**src/inc/ddpp_regs.svh**
```systemverilog
`ifndef DDPP_REGS_SVH
`define DDPP_REGS_SVH
`define DDPP_CLK_PERIOD_NS 40
`define DDPP_CYC_MIN(ns) (((ns) + `DDPP_CLK_PERIOD_NS - 1) / `DDPP_CLK_PERIOD_NS)
`define DDPP_T_RCS_NS 150
`define DDPP_T_CSD_NS 150
`define DDPP_T_WCS_NS 40
`define DDPP_T_SETUP_NS 10
`define DDPP_T_HOLD_NS 10
`define DDPP_T_LS_NS 30
`define DDPP_T_LH_NS 100
`define DDPP_T_LX_NS 100
`define DDPP_T_LWD_NS 100
`define DDPP_T_RST_NS 10
`define DDPP_CYC_RCS ((`DDPP_CYC_MIN(`DDPP_T_RCS_NS) < 1) ? 1 : `DDPP_CYC_MIN(`DDPP_T_RCS_NS))
`define DDPP_CYC_WCS ((`DDPP_CYC_MIN(`DDPP_T_WCS_NS) < 1) ? 1 : `DDPP_CYC_MIN(`DDPP_T_WCS_NS))
`define DDPP_CYC_SETUP ((`DDPP_CYC_MIN(`DDPP_T_SETUP_NS) < 1) ? 1 : `DDPP_CYC_MIN(`DDPP_T_SETUP_NS))
`define DDPP_CYC_HOLD ((`DDPP_CYC_MIN(`DDPP_T_HOLD_NS) < 1) ? 1 : `DDPP_CYC_MIN(`DDPP_T_HOLD_NS))
`define DDPP_CYC_LX ((`DDPP_CYC_MIN(`DDPP_T_LX_NS) < 1) ? 1 : `DDPP_CYC_MIN(`DDPP_T_LX_NS))
`define DDPP_CYC_LWD ((`DDPP_CYC_MIN(`DDPP_T_LWD_NS) < 1) ? 1 : `DDPP_CYC_MIN(`DDPP_T_LWD_NS))
`define DDPP_CYC_RST ((`DDPP_CYC_MIN(`DDPP_T_RST_NS) < 1) ? 1 : `DDPP_CYC_MIN(`DDPP_T_RST_NS))
`define DDPP_CODE_MID 16'h8000
`define DDPP_CODE_ZERO 16'h0000
`endif

```
**src/inc/ddpp_pkg.sv**
```systemverilog
`default_nettype none
package ddpp_pkg;
  typedef enum logic [1:0] {DDPP_OP_WRITE, DDPP_OP_READ, DDPP_OP_LOAD, DDPP_OP_RESET} ddpp_op_t;
  typedef enum {DDPP_IDLE, DDPP_SETUP, DDPP_STROBE, DDPP_HOLD, DDPP_LOW, DDPP_DONE} ddpp_state_t;
endpackage
`default_nettype wire

```
**src/ddpp_timer.sv**
```systemverilog
`default_nettype none
module ddpp_timer
  import ddpp_pkg::*;
#(
  parameter int WIDTH = 8
)
(
  input wire logic clk,
  input wire logic srst,
  input wire logic load,
  input wire logic [WIDTH-1:0] count,
  output logic expired
);
  logic [WIDTH-1:0] cnt_reg;
  logic [WIDTH-1:0] cnt_next;
  always_comb
  begin
    cnt_next = cnt_reg;
    if (load)
    begin
      cnt_next = count;
    end
    else if (cnt_reg != '0)
    begin
      cnt_next = cnt_reg - WIDTH'(1);
    end
  end
  always_ff @(posedge clk)
  begin
    if (srst)
    begin
      cnt_reg <= '0;
    end
    else
    begin
      cnt_reg <= cnt_next;
    end
  end
  // Expires when count reaches one, so a count of n gives n cycles
  // No load term here: the caller loads on expiry, which would close a loop
  assign expired = (cnt_reg <= WIDTH'(1));
endmodule
`default_nettype wire

```
**src/ddpp_host.sv**
```systemverilog
// Operation
// - One load strobe edge updates both channels; the strobe may be shared by several devices.
// - Chip select low with read/write low writes the bus word to A or B by channel select.
// - Chip select low with read/write high makes the device drive A or B onto the bus.
// - With chip select high a load strobe rise updates both outputs and holds the inputs.
`include "ddpp_regs.svh"
`default_nettype none
module ddpp_host
  import ddpp_pkg::*;
#(
  parameter int DATA_W = 16
)
(
  input wire logic CLK_SYS,
  input wire logic SRST,
  input wire logic REQ_VALID,
  input wire logic [1:0] REQ_OP,
  input wire logic REQ_CHAN,
  input wire logic [DATA_W-1:0] REQ_DATA,
  output logic REQ_READY,
  output logic RSP_VALID,
  output logic [DATA_W-1:0] RSP_DATA,
  output logic CS_N,
  output logic RW,
  output logic CHANNEL_SELECT,
  output logic OUTPUT_LOAD_STROBE,
  output logic RESET_STROBE,
  output logic [DATA_W-1:0] DB_O,
  output logic DB_OE,
  input wire logic [DATA_W-1:0] DB_I
);
  ddpp_state_t state_reg, state_next;
  ddpp_op_t op_reg, op_next;
  logic cs_n_reg, cs_n_next;
  logic rw_reg, rw_next;
  logic sel_reg, sel_next;
  logic load_reg, load_next;
  logic rst_reg, rst_next;
  logic oe_reg, oe_next;
  logic [DATA_W-1:0] dout_reg, dout_next;
  logic [DATA_W-1:0] rsp_reg, rsp_next;
  logic rsp_v_reg, rsp_v_next;
  logic ready_reg, ready_next;
  logic tmr_load;
  logic [7:0] tmr_count;
  logic tmr_done;

  // Strobe width for each operation; reads must cover the data valid delay
  function automatic logic [7:0] pulse_cycles(input ddpp_op_t op);
    case (op)
      DDPP_OP_WRITE: pulse_cycles = 8'(`DDPP_CYC_WCS);
      DDPP_OP_READ: pulse_cycles = 8'(`DDPP_CYC_RCS);
      DDPP_OP_LOAD: pulse_cycles = 8'(`DDPP_CYC_LX);
      default: pulse_cycles = 8'(`DDPP_CYC_RST);
    endcase
  endfunction

  ddpp_timer #(.WIDTH(8)) u_timer (
    .clk(CLK_SYS),
    .srst(SRST),
    .load(tmr_load),
    .count(tmr_count),
    .expired(tmr_done)
  );

  always_comb
  begin
    state_next = state_reg;
    op_next = op_reg;
    cs_n_next = cs_n_reg;
    rw_next = rw_reg;
    sel_next = sel_reg;
    load_next = load_reg;
    rst_next = rst_reg;
    oe_next = oe_reg;
    dout_next = dout_reg;
    rsp_next = rsp_reg;
    rsp_v_next = 1'b0;
    tmr_load = 1'b0;
    tmr_count = 8'(`DDPP_CYC_SETUP);
    case (state_reg)
      DDPP_IDLE:
      begin
        if (REQ_VALID)
        begin
          op_next = ddpp_op_t'(REQ_OP);
          sel_next = REQ_CHAN;
          rw_next = (ddpp_op_t'(REQ_OP) == DDPP_OP_READ);
          dout_next = REQ_DATA;
          // Host drives the bus only for writes, leaving it free during reads
          oe_next = (ddpp_op_t'(REQ_OP) == DDPP_OP_WRITE);
          tmr_load = 1'b1;
          state_next = DDPP_SETUP;
        end
      end
      DDPP_SETUP:
      begin
        if (tmr_done)
        begin
          case (op_reg)
            DDPP_OP_WRITE, DDPP_OP_READ: cs_n_next = 1'b0;
            DDPP_OP_LOAD: load_next = 1'b1;
            default: rst_next = 1'b1;
          endcase
          tmr_load = 1'b1;
          tmr_count = pulse_cycles(op_reg);
          state_next = DDPP_STROBE;
        end
      end
      DDPP_STROBE:
      begin
        if (tmr_done)
        begin
          if (op_reg == DDPP_OP_READ)
          begin
            rsp_next = DB_I;
            rsp_v_next = 1'b1;
          end
          // Single rising edge per access; chip select high holds the registers
          cs_n_next = 1'b1;
          tmr_load = 1'b1;
          tmr_count = 8'(`DDPP_CYC_HOLD);
          state_next = DDPP_HOLD;
        end
      end
      DDPP_HOLD:
      begin
        if (tmr_done)
        begin
          load_next = 1'b0;
          rst_next = 1'b0;
          oe_next = 1'b0;
          tmr_load = 1'b1;
          tmr_count = 8'(`DDPP_CYC_LWD);
          state_next = DDPP_LOW;
        end
      end
      DDPP_LOW:
      begin
        // Recovery keeps strobe low time and bus release margin before the next access
        if (tmr_done)
        begin
          state_next = DDPP_DONE;
        end
      end
      DDPP_DONE:
      begin
        state_next = DDPP_IDLE;
      end
      default:
      begin
        state_next = DDPP_IDLE;
      end
    endcase
    // Ready registered so the port comes straight from a flip-flop
    ready_next = (state_next == DDPP_IDLE);
  end

  always_ff @(posedge CLK_SYS)
  begin
    if (SRST)
    begin
      state_reg <= DDPP_IDLE;
      op_reg <= DDPP_OP_WRITE;
      cs_n_reg <= 1'b1;
      rw_reg <= 1'b1;
      sel_reg <= 1'b0;
      load_reg <= 1'b0;
      rst_reg <= 1'b0;
      oe_reg <= 1'b0;
      dout_reg <= '0;
      rsp_reg <= '0;
      rsp_v_reg <= 1'b0;
      ready_reg <= 1'b1;
    end
    else
    begin
      state_reg <= state_next;
      op_reg <= op_next;
      cs_n_reg <= cs_n_next;
      rw_reg <= rw_next;
      sel_reg <= sel_next;
      load_reg <= load_next;
      rst_reg <= rst_next;
      oe_reg <= oe_next;
      dout_reg <= dout_next;
      rsp_reg <= rsp_next;
      rsp_v_reg <= rsp_v_next;
      ready_reg <= ready_next;
    end
  end

  assign CS_N = cs_n_reg;
  assign RW = rw_reg;
  assign CHANNEL_SELECT = sel_reg;
  assign OUTPUT_LOAD_STROBE = load_reg;
  assign RESET_STROBE = rst_reg;
  assign DB_O = dout_reg;
  assign DB_OE = oe_reg;
  assign RSP_DATA = rsp_reg;
  assign RSP_VALID = rsp_v_reg;
  assign REQ_READY = ready_reg;

  chk_load_cs_high: assert property (@(posedge CLK_SYS) disable iff (SRST)
    $rose(load_reg) |-> cs_n_reg)
    else $error("load strobe rose with chip select low");
  chk_one_edge: assert property (@(posedge CLK_SYS) disable iff (SRST)
    $rose(cs_n_reg) |=> cs_n_reg [*5])
    else $error("chip select edge malformed");
  chk_write_no_load: assert property (@(posedge CLK_SYS) disable iff (SRST)
    !cs_n_reg |-> !load_reg && !rst_reg)
    else $error("load or reset strobe during access");
  chk_sel_stable: assert property (@(posedge CLK_SYS) disable iff (SRST)
    !cs_n_reg && !$fell(cs_n_reg) |-> $stable(sel_reg) && $stable(rw_reg))
    else $error("channel or direction changed during access");
  chk_read_no_drive: assert property (@(posedge CLK_SYS) disable iff (SRST)
    (!cs_n_reg && rw_reg) |-> !oe_reg)
    else $error("host drove bus during read");
  chk_write_drive: assert property (@(posedge CLK_SYS) disable iff (SRST)
    (!cs_n_reg && !rw_reg) |-> oe_reg && $stable(dout_reg))
    else $error("write data not driven");
  chk_read_width: assert property (@(posedge CLK_SYS) disable iff (SRST)
    $fell(cs_n_reg) && rw_reg |-> !cs_n_reg [*4])
    else $error("read strobe too short");
  chk_load_width: assert property (@(posedge CLK_SYS) disable iff (SRST)
    $rose(load_reg) |-> load_reg [*3])
    else $error("load strobe too short");
  chk_reset_alone: assert property (@(posedge CLK_SYS) disable iff (SRST)
    $rose(rst_reg) |-> cs_n_reg && !load_reg)
    else $error("reset overlapped other strobes");
  chk_idle_hold: assert property (@(posedge CLK_SYS) disable iff (SRST)
    (state_reg == DDPP_IDLE) |-> cs_n_reg && !load_reg && !rst_reg && !oe_reg)
    else $error("strobes active while idle");
  chk_read_resp: assert property (@(posedge CLK_SYS) disable iff (SRST)
    $rose(cs_n_reg) && rw_reg |-> rsp_v_reg)
    else $error("read response missing");
endmodule
`default_nettype wire

```
**config.mk**
```make
export PLATFORM = sky130hd
export DESIGN_NAME = ddpp_host
export DESIGN_NICKNAME = d
export VERILOG_FILES = /design/src/inc/ddpp_pkg.sv /design/src/ddpp_timer.sv /design/src/ddpp_host.sv
export VERILOG_INCLUDE_DIRS = /design/src /design/src/inc
export SDC_FILE = /design/constraint.sdc
export NUM_CORES = 1
export LEC_CHECK = 0
export BUFFER_PORTS_ARGS = -buffer_cell sky130_fd_sc_hd__buf_2
export CORE_MARGIN = 4
export CORE_UTILIZATION = 30
export DETAILED_ROUTE_END_ITERATION = 8
export GPL_ROUTABILITY_DRIVEN = 0
export GPL_TIMING_DRIVEN = 0
export PLACE_DENSITY = 0.52
export SYNTH_ARGS = -nofsm -noshare
export SYNTH_HDL_FRONTEND = slang
export SYNTH_SLANG_ARGS = --single-unit
```
**constraint.sdc**
```tcl
create_clock -name CLK_SYS -period 3.04 [get_ports CLK_SYS]
set_input_delay 0.608 -clock CLK_SYS [delete_from_list [all_inputs] [get_ports CLK_SYS]]
set_output_delay 0.608 -clock CLK_SYS [all_outputs]
set_load 0.01 [all_outputs]
```
* Yosys cells after proc, flatten, opt, wreduce, memory -nomap -nowiden *
Cells that the tools add are included.

storage, ports and cells
  bits in registers = 82
  latch bits = 0
  bits in writable memories = 0
  bits in read-only memories = 0
  input port bits = 38
  output and inout bits = 40
  logic and storage cells = 79
  memories = 0

cells by class
  add/subtract/negate cells = 1
  multiply operators = 0
  div/mod/pow operators = 0
  order comparisons = 1
  eq/ne operators = 14
  shifts and indexed selects = 0
  multiplexer cells = 29
  bitwise logic cells = 2
  reduce and logical (&&, ||, !) cells = 19

operator list
  cell                                                            count
  2-to-1 mux 32 bit                                               5
  one-hot mux 32 bit (5 select lines)                             1
  equality test 32 x 2 -> 1 bit, second input constant            2
  zero test 32 bit                                                2
  equality test 32 x 1 -> 1 bit, second input constant            1
  equality test 32 x 3 -> 1 bit, second input constant            1
  2-to-1 mux 8 bit                                                2
  2-to-1 mux 1 bit                                                12
  != test 2 bit, second input constant                            6
  one-hot mux 3 bit (2 select lines)                              2
  AND reduction 4 bit                                             3
  one-hot mux 1 bit (2 select lines)                              5
  OR reduction 3 bit                                              3
  less-or-equal comparator 8 x 1 -> 1 bit, second input constant  1
  nonzero test 2 bit                                              4
  nonzero test 8 bit                                              1
  subtractor 8 x 1 -> 8 bit, second input constant                1
  AND reduction 3 bit                                             2
  equality test 2 x 1 -> 1 bit, second input constant             2
  zero test 2 bit                                                 2
  2-to-1 mux 3 bit                                                1
  equality test 2 bit, second input constant                      1
  2-to-1 mux 2 bit                                                1
  != test 2 x 1 -> 1 bit, second input constant                   1
  3 further kinds                                                 4

* Logic depth before layout (Yosys ltp) *
Gate-level depths: netlist of the first run.

  depth after elaboration = 5
  gate-level depth with buffers = 8
  depth with buffers taken out = 7

* Modules after synthesis *
Synthesis of the first run repeated with hierarchy kept, for this count alone.

unflattened totals
  cell total of the unflattened synthesis = 321
  area total of the unflattened synthesis = 3108.0 um^2

by module, submodules not included
  module      instances  cells an instance  area an instance (um^2)  sequential area each (um^2)
  ddpp_host   1          263                2630.0                   1481.4
  ddpp_timer  1          58                 478.0                    160.2

* Worst setup path after synthesis of the first run *
No wires, ideal clock.

  path type = register to register
  from = reg state_reg[31]
  to = reg dout_reg[10] (netlist: DB_O[10])
  library setup time = 128 ps
  arrival time = 2242 ps
  data required time = 2912 ps
  setup slack = 671 ps
  cell stages (with the launch flop) = 8
  path buffers = 2
  period minus slack after synthesis = 2369 ps
  cell sequence = dfxtp_1 > or4_1 > or4_4 > nor4_2 > buf_4 > buf_6 > mux2i_1 > nor2_1

between the ends
  word-level cells in the longest chain between the ends = 2

RTL lines
  what                                  line              RTL
  start, declared                       ddpp_host.sv:32   ddpp_state_t state_reg, state_next;
  start signal, assigned                ddpp_host.sv:178  state_reg <= state_next;
  zero test 32 bit                      ddpp_host.sv:81   case (state_reg)
  AND reduction 2 bit (no source line)  --
  end signal, assigned                  ddpp_host.sv:186  dout_reg <= dout_next;
  end, declared                         ddpp_host.sv:40   logic [DATA_W-1:0] dout_reg, dout_next;

No other way between the ends.
A chain may end at the register's enable or synchronous reset.

* Final worst setup path of the first run *
  from = reg u_timer.cnt_reg[5]
  to = reg rsp_reg[11] (netlist: RSP_DATA[11])

between the ends
  word-level cells in the longest chain between the ends = 2

RTL lines
  what                                     line              RTL
  start, declared                          ddpp_timer.sv:14  logic [WIDTH-1:0] cnt_reg;
  start signal, assigned                   ddpp_timer.sv:36  cnt_reg <= cnt_next;
  less-or-equal comparator 8 x 1 -> 1 bit  ddpp_timer.sv:41  assign expired = (cnt_reg <= WIDTH'(1));
  AND reduction 3 bit (no source line)     --
  end signal, assigned                     ddpp_host.sv:187  rsp_reg <= rsp_next;
  end, declared                            ddpp_host.sv:41   logic [DATA_W-1:0] rsp_reg, rsp_next;

No other way between the ends.

==> results of run 1 <==
-- where the power goes --
group          switching (uW)  internal (uW)  total (uW)
logic                     198            155         353
registers                36.1           1130        1170
clock network             374            311         685
-- kinds of logic (layout without fill, tap and decap cells) --
group           Yosys count  count (layout)  synth area share, %
compound gates           58              58                 11.7
xor+xnor                  3               3                0.912
fa+ha+maj                 2               2                0.868
buf+inv                  20             112                 3.21
flops                    82              82                 56.9
mux                      21              21                 7.29
other cells               1              29                0.130
simple gates             97              97                 19.0
-- stage by stage --
step	setup slack [ns]	area (sq um)	utilization, %
after detailed placement	0.340	3530	38.1
after global routing	0.135	3700	39.9
after global placement	0.337	3530	38.1
after floorplan	0.671	2990	-
final	0.288	3700	39.9
after CTS	0.320	3700	39.9
-- path summary, 6_finish.rpt --
path | cells after the start | endpoint | start | slack, ns
max reg2reg | 7 | RSP_DATA[11]$_SDFFE_PP0P_ | u_timer.cnt_reg[5]$_SDFFE_PP0P_ | 0.29
min reg2reg | 2 | RSP_DATA[3]$_SDFFE_PP0P_ | RSP_DATA[3]$_SDFFE_PP0P_ | 0.47
min | 2 | RSP_DATA[3]$_SDFFE_PP0P_ | RSP_DATA[3]$_SDFFE_PP0P_ | 0.47
max | 7 | RSP_DATA[11]$_SDFFE_PP0P_ | u_timer.cnt_reg[5]$_SDFFE_PP0P_ | 0.29
-- routing by layer --
layer,track usage (%),share of wire [%],vias up
met5,0,0,-
met4,4.81,1.6,0
met3,3.70,5.5,7
met2,19.0,49,60
met1,15.4,44,1099
li1,-,-,1221
-- synthesized netlist by cell type (3+ instances only) --
library cell and n:
a211oi_1 4, a21oi_1 23, buf_2 5, clkbuf_1 10, dfxtp_1 82, inv_1 3, mux2i_1 21, nand2_1 3
nand2b_1 3, nand3_1 17, nand4_1 3, nor2_1 29, nor3_1 10, nor4_1 5, o21ai_0 20, or3_1 5
or4_1 5
-- critical path, cell delays in order (launching register included) --
cell      delay, ns
dfxtp_1        0.34
or4_1          0.52
buf_2          0.17
nor4_1         0.53
nand4_1        0.45
clkbuf_1       0.32
o21ai_0        0.20
a21oi_1        0.09
-- cell type report --
cell class              count  area (sq um)  area share [%]
plain buffers              17          81.3            2.20
clock buffers              10           138            3.72
clock inverters             5          31.3           0.845
inverters                   3          11.3           0.304
multi-input cells         210          1250            33.9
flip-flops and latches     82          1640            44.3
well taps                 129           161            4.36
repair buffers             77           385            10.4
==> impl_metrics.json, run 1 <==
{
  "status": "complete, no violations",
  "power_uw": 2210,
  "cts_buffer_depth": 2,
  "nNetsFinal": 440,
  "skew_ns": 0.00964,
  "grt_pass1_wl_um": 10800,
  "core_sq_mm": 0.00928,
  "numCtsBuffers": 9,
  "place.port_buffers": 77,
  "start_kind": "flop",
  "synthCells": 284,
  "largest_register_ffs": 32,
  "synth_area_sq_mm": 0.00288,
  "ys_ff_latch": 82,
  "io_pins": 78,
  "cts_resized": 0,
  "via_per_inst": 4.48,
  "hold_buffers": 0,
  "synth_top_area_share_pct": 56.9,
  "antenna_found_initial": 0,
  "overflow": 0,
  "numPlacedInstances": 518,
  "ys_seq_area_share_pct": 56.9,
  "rows": 35,
  "nFillCells": 955,
  "clk_pin_slew_ns": 0.08,
  "dieArea_sq_mm": 0.0112,
  "grt_max_degree": 14,
  "p_per_area_mw_per_mm2": 596,
  "fin_cells": 533,
  "synth-edff-count": 0,
  "clockRootBuffer": "clkbuf_8",
  "cts_tree": "done",
  "vias": 2387,
  "wl_um": 6480,
  "synthTopCellsByArea": "dfxtp_1, mux2i_1, a21oi_1",
  "area_growth_pct": 28.5,
  "grt_util_all_layers_pct": 12.1,
  "dp_hpwl_um": 4830,
  "synth-main-ff-cell": "dfxtp_1",
  "whs_ns": 0.471,
  "grt_pass1_vias": 2261,
  "cp-end-kind": "flop",
  "dr.pass1.iters": 4,
  "max_slew_margin_pct": 62.3,
  "ir_worst_vdd_mv": 0.192,
  "cts-htree-levels": 3,
  "cp_max_fo": 10,
  "synth_top_cell_by_area": "dfxtp_1",
  "worst-setup-path-type": "flop to flop",
  "yosysWarnings": 0,
  "grt_setup_unrepaired": "no",
  "fin_crit_ns": 2.75,
  "hold_viol": 0,
  "routedWlPerCell_um": 12.2,
  "finalSetupTns_ns": 0,
  "clock_sinks": 82,
  "n_antenna_cell": 0,
  "fmax_mhz": 363,
  "drive_above_1_share_pct": 26.5,
  "die-width_um": 106,
  "timing.final.crit_share_pct": 90.5,
  "worstPathRequired_ns": 3.26,
  "drtIter0Drc": 86,
  "start_util_pct": 31.1,
  "worst_pin_slew_ns": 0.560,
  "final_cell_mix": "dfxtp_1, buf_2, nor2_1, conb_1, a21oi_1",
  "antenna_violating_nets_post_route": 0,
  "avgSynthCellArea_sq_um": 10.2,
  "die_h_um": 106,
  "async_reset_ff_share_pct": 0,
  "crit_arrival_ns": 2.97,
  "worstHoldPathType": "flop to flop",
  "clock_latency_ns": 0.35,
  "post-cts-setup-buffers": 0,
  "maxSlewViolCount": 0,
  "power_leakage_uw": 0.00154,
  "yosys.cell_types.count": 48,
  "drcViolationCount": 0,
  "max-cap-violations": 0,
  "finalSetupViolCount": 0
}
Power figures use the tool's default switching activity.
==> run 2, diff against run 1 <==
--- a/config.mk
+++ b/config.mk
@@ -13,6 +13,7 @@
 export GPL_ROUTABILITY_DRIVEN = 0
 export GPL_TIMING_DRIVEN = 0
 export PLACE_DENSITY = 0.52
+export RECOVER_POWER = 100
 export SYNTH_ARGS = -nofsm -noshare
 export SYNTH_HDL_FRONTEND = slang
 export SYNTH_SLANG_ARGS = --single-unit
==> run 2 against run 1 <==
Net effect: routed wire length barely moved; combinational power fell by 2%; non-clock buffer count did not move; via count fell by 0.80%; sequential share of layout area rose by 0.89 points; core utilization fell by 0.78 points; fmax fell by 2.1%; critical endpoint unchanged; largest power group unchanged.
==> impl_metrics.json, run 2 (synthesized netlist as in run 1, its figures left out) <==
{
  "drive_above_1_share_pct": 15.3,
  "start_kind": "flop",
  "crit_arrival_ns": 3.03,
  "nFillCells": 977,
  "drtIter0Drc": 97,
  "grt_use_met2_pct": 19.0,
  "die_h_um": 106,
  "status": "complete, no violations",
  "largest_register_ffs": 32,
  "r2r_start": "u_timer.cnt_reg[5]$_SDFFE_PP0P_",
  "clock_sinks": 82,
  "dieArea_sq_mm": 0.0112,
  "grt_setup_unrepaired": "no",
  "min-delay-start": "RSP_DATA[3]$_SDFFE_PP0P_",
  "post-cts-setup-buffers": 0,
  "cp-end-kind": "flop",
  "routedWlPerCell_um": 12.2,
  "grt_max_degree": 14,
  "maxSlewViolCount": 0,
  "r2r_cells": 7,
  "fmax_mhz": 356,
  "clock_latency_ns": 0.35,
  "max_slew_margin_pct": 60.2,
  "worstHoldPathType": "flop to flop",
  "wl_um": 6480,
  "numCtsBuffers": 9,
  "cts-htree-levels": 3,
  "worstPathRequired_ns": 3.26,
  "hold_end": "RSP_DATA[3]$_SDFFE_PP0P_",
  "timing.final.crit_share_pct": 92.5,
  "use_met1_pct": 15.4,
  "dp_hpwl_um": 4830,
  "clk_pin_slew_ns": 0.08,
  "grt_util_all_layers_pct": 12.1,
  "core_sq_mm": 0.00928,
  "drcViolationCount": 0,
  "worst-setup-path-type": "flop to flop",
  "hold_buffers": 0,
  "finalSetupTns_ns": 0,
  "grt_busiest_layer": "met2",
  "area_growth_pct": 26.0,
  "worst_pin_slew_ns": 0.591,
  "dr.pass1.iters": 4,
  "cts_tree": "done",
  "overflow": 0,
  "finalSetupViolCount": 0,
  "crit_top_cell": "clkbuf_1",
  "p_per_area_mw_per_mm2": 606,
  "vias": 2368,
  "grt_pass1_wl_um": 10800,
  "path_cells": "or4_1 -> clkbuf_1 -> nor4_1 -> nand4_1 -> clkbuf_1 -> o21ai_0 -> a21oi_1",
  "via_per_inst": 4.44,
  "critPathMaxStageDelay_ns": 0.58,
  "io_pins": 78,
  "fin_crit_ns": 2.81,
  "ir_worst_vdd_mv": 0.191,
  "hold_viol": 0,
  "cts_buffer_depth": 2,
  "use_met3_pct": 3.70,
  "die-width_um": 106,
  "rr_endpoint": "RSP_DATA[11]$_SDFFE_PP0P_",
  "cp_slowest_cell": "nor4_1",
  "place.port_buffers": 77,
  "utilization_pct": 39.1,
  "antenna_found_initial": 0,
  "start_util_pct": 31.1,
  "r2r_setup_slack_ns": 0.23,
  "antenna_violating_nets_post_route": 0,
  "grt_pass1_vias": 2261,
  "whs_path_depth": 2,
  "max-cap-violations": 0,
  "nNetsFinal": 440,
  "final_cell_mix": "dfxtp_1, clkbuf_1, buf_2",
  "n_antenna_cell": 0,
  "final_common_cell": "dfxtp_1",
  "cp_max_fo": 10,
  "cts_resized": 0,
  "rows": 35,
  "skew_ns": 0.0103,
  "power_leakage_uw": 0.00135,
  "clockRootBuffer": "clkbuf_8"
}
[run 2: cell types whose count changed in the layout (fill, tap and decap cells not counted), sizes merged]
cell    before  now
buf         84   40
clkbuf      20   64
[run 2: per-layer routing]
metal	vias up	share of wire, %
li1	1223	-
met1	1078	44
met2	61	49
met3	6	5.5
met4	0	1.5
met5	-	0
[run 2: worst max-delay path by stage]
stage,start,to,slack (ns),cells after the start
after floorplan,state_reg[31]$_SDFF_PP0_,DB_O[10]$_SDFFE_PP0P_,0.67,7
after global placement,u_timer.cnt_reg[5]$_SDFFE_PP0P_,RSP_DATA[14]$_SDFFE_PP0P_,0.34,7
after detailed placement,u_timer.cnt_reg[5]$_SDFFE_PP0P_,RSP_DATA[14]$_SDFFE_PP0P_,0.34,7
after CTS,u_timer.cnt_reg[5]$_SDFFE_PP0P_,RSP_DATA[14]$_SDFFE_PP0P_,0.32,7
after global routing,u_timer.cnt_reg[5]$_SDFFE_PP0P_,RSP_DATA[15]$_SDFFE_PP0P_,0.08,7
final,u_timer.cnt_reg[5]$_SDFFE_PP0P_,RSP_DATA[11]$_SDFFE_PP0P_,0.23,7
[run 2: worst max-delay path, delay by kind of cell, from the launching register on]
kind / cells / cell delay, ns
buffers and inverters: 2 / 0.51
AOI/OAI and AO/OA: 2 / 0.29
DFF: 1 / 0.34
and+or+nand+nor: 3 / 1.55
[run 2: final cells by class]
class / count / area, sq um / share of cell area [%]
plain buffers: 17 / 77.6 / 2.14
clock buffers: 10 / 138 / 3.79
clock inverters: 5 / 31.3 / 0.861
inverters: 3 / 11.3 / 0.310
multi-input cells: 210 / 1230 / 34.0
flip-flops and latches: 82 / 1640 / 45.2
well taps: 129 / 161 / 4.45
repair buffers: 77 / 335 / 9.24
[run 2: report_power, final]
group	internal, uW	total (uW)	switching [uW]
combinational	151	347	196
sequential	1130	1170	36.6
clock	311	687	375
[run 2: metrics by stage]
stage	hold WS, ns	total power, uW	cell area, sq um	cells	setup slack [ns]
finish	0.474	2200	3630	533	0.229
global route	0.484	2340	3630	533	0.0824
CTS	0.476	2230	3700	533	0.320
detailed placement	0.453	1540	3530	518	0.340
global placement	0.444	1530	3530	518	0.337
floorplan	0.457	1450	2990	312	0.671
==> run 3, diff against run 2 <==
--- a/config.mk
+++ b/config.mk
@@ -9,6 +9,7 @@
 export BUFFER_PORTS_ARGS = -buffer_cell sky130_fd_sc_hd__buf_2
 export CORE_MARGIN = 4
 export CORE_UTILIZATION = 30
+export CTS_BUF_LIST = sky130_fd_sc_hd__clkbuf_16
 export DETAILED_ROUTE_END_ITERATION = 8
 export GPL_ROUTABILITY_DRIVEN = 0
 export GPL_TIMING_DRIVEN = 0
==> run 3 against run 2 <==
Net effect: final area grew 2.5%; largest power group unchanged; core utilization grew 0.98 points; register-to-register slack gained 0.04 ns; critical path depth is the same; largest cell class unchanged; critical path type unchanged.
==> impl_metrics.json, run 3 (synthesized netlist as in run 1, its figures left out) <==
{
  "status": "complete, no violations",
  "power_switching_uw": 629,
  "start_kind": "flop",
  "antenna_violating_nets_post_route": 0,
  "p_comb_share_pct": 14.1,
  "fin_crit_ns": 2.77,
  "min-delay-start": "RW$_SDFFE_PP1P_",
  "die-width_um": 106,
  "hold_viol": 0,
  "cp_slowest_cell": "nor4_1",
  "clkPwrFrac_pct": 38.3,
  "grt_pass1_wl_um": 10800,
  "cts_resized": 0,
  "cts-htree-levels": 3,
  "final_cell_mix": "dfxtp_1, clkbuf_1, buf_2",
  "max_slew_margin_pct": 60.7,
  "crit_path_start": "u_timer.cnt_reg[5]$_SDFFE_PP0P_",
  "ir_worst_vdd_mv": 0.255,
  "dp_hpwl_um": 4830,
  "io_pins": 78,
  "via_per_inst": 4.45,
  "timing.final.crit_share_pct": 91.0,
  "use_met1_pct": 15.5,
  "r2r_cells": 7,
  "final_common_cell": "dfxtp_1",
  "cts_tree": "done",
  "grt_setup_unrepaired": "no",
  "p_int_uw": 1830,
  "dr.pass1.iters": 6,
  "swShare_pct": 25.6,
  "vias": 2374,
  "routedWlPerCell_um": 12.1,
  "critPathMaxStageDelay_ns": 0.56,
  "drcViolationCount": 0,
  "clock_latency_ns": 0.32,
  "finalSetupViolCount": 0,
  "rows": 35,
  "fmax_mhz": 361,
  "largest_register_ffs": 32,
  "grt_pass1_vias": 2246,
  "utilization_pct": 40.1,
  "whs_path_depth": 1,
  "grt_use_met2_pct": 18.9,
  "max-cap-violations": 0,
  "worst_pin_slew_ns": 0.584,
  "numCtsBuffers": 9,
  "grt_max_degree": 14,
  "drtIter0Drc": 95,
  "power_leakage_uw": 0.00139,
  "worstHoldPathType": "flop to flop",
  "finalSetupTns_ns": 0,
  "nFillCells": 965,
  "r2r_start": "u_timer.cnt_reg[5]$_SDFFE_PP0P_",
  "wl_um": 6440,
  "grt_util_all_layers_pct": 12.0,
  "antenna_found_initial": 0,
  "grt_busiest_layer": "met2",
  "use_met3_pct": 3.34,
  "worst-setup-path-type": "flop to flop",
  "skew_ns": 0.00598,
  "cts_buffer_depth": 2,
  "place.port_buffers": 77,
  "clk_pin_slew_ns": 0.06,
  "dieArea_sq_mm": 0.0112,
  "clockRootBuffer": "clkbuf_16",
  "hold_buffers": 0,
  "core_sq_mm": 0.00928,
  "overflow": 0,
  "start_util_pct": 31.1,
  "post-cts-setup-buffers": 0,
  "cp_max_fo": 10,
  "p_per_area_mw_per_mm2": 660,
  "die_h_um": 106,
  "area_growth_pct": 29.1,
  "maxSlewViolCount": 0,
  "clock_sinks": 82,
  "crit_top_cell": "clkbuf_1",
  "nNetsFinal": 440,
  "n_antenna_cell": 0,
  "worstPathRequired_ns": 3.23,
  "pwr-share-seq_pct": 47.6,
  "path_cells": "or4_1 -> clkbuf_1 -> nor4_1 -> nand4_1 -> clkbuf_1 -> o21ai_0 -> a21oi_1",
  "crit_arrival_ns": 2.96,
  "cp-end-kind": "flop",
  "drive_above_1_share_pct": 15.1
}
-- run 3: path summary, 6_finish.rpt --
kind / endpoint / slack [ns]
max: RSP_DATA[11]$_SDFFE_PP0P_ / 0.27
min: RW$_SDFFE_PP1P_ / 0.47
max reg2reg: RSP_DATA[11]$_SDFFE_PP0P_ / 0.27
min reg2reg: RW$_SDFFE_PP1P_ / 0.47
-- run 3: through the flow --
step	std cells	instance area [sq um]	setup slack, ns	total power (uW)	hold WS (ns)
floorplan	312	2990	0.671	1450	0.457
global placement	518	3530	0.337	1530	0.444
finish	533	3720	0.272	2460	0.472
detailed placement	518	3530	0.340	1540	0.453
CTS	533	3790	0.321	2490	0.471
global route	533	3720	0.0805	2600	0.500
-- run 3: power groups by stage --
stage          Combinational [uW]  Sequential (uW)  Clock (uW)
2_1_floorplan                 268             1180           0
3_3_place_gp                  343             1190           0
3_5_place_dp                  346             1190           0
4_1_cts                       348             1170         970
5_1_grt                       401             1180        1020
6_report                      346             1170         941
-- run 3: cell type report --
| type | count | area (sq um) | area share [%] |
|---|---|---|---|
| plain buffers | 17 | 77.6 | 2.08 |
| clock buffers | 9 | 225 | 6.05 |
| clock inverters | 6 | 35.0 | 0.941 |
| inverters | 3 | 11.3 | 0.303 |
| multi-input cells | 210 | 1230 | 33.2 |
| flip-flops and latches | 82 | 1640 | 44.1 |
| well taps | 129 | 161 | 4.34 |
| repair buffers | 77 | 335 | 9.01 |
-- run 3: layer usage --
layer | share of wire (%) | vias up | wire, um
met5 | 0 | - | 0
met4 | 1.2 | 0 | 80
met3 | 4.7 | 6 | 304
met2 | 50 | 51 | 3190
met1 | 44 | 1086 | 2860
li1 | - | 1231 | -
-- run 3: critical path, delay by kind of cell (launching register included) --
kind / cells / cell delay, ns
compound gates: 2 / 0.30
flops: 1 / 0.34
buf+inv: 2 / 0.50
simple gates: 3 / 1.50
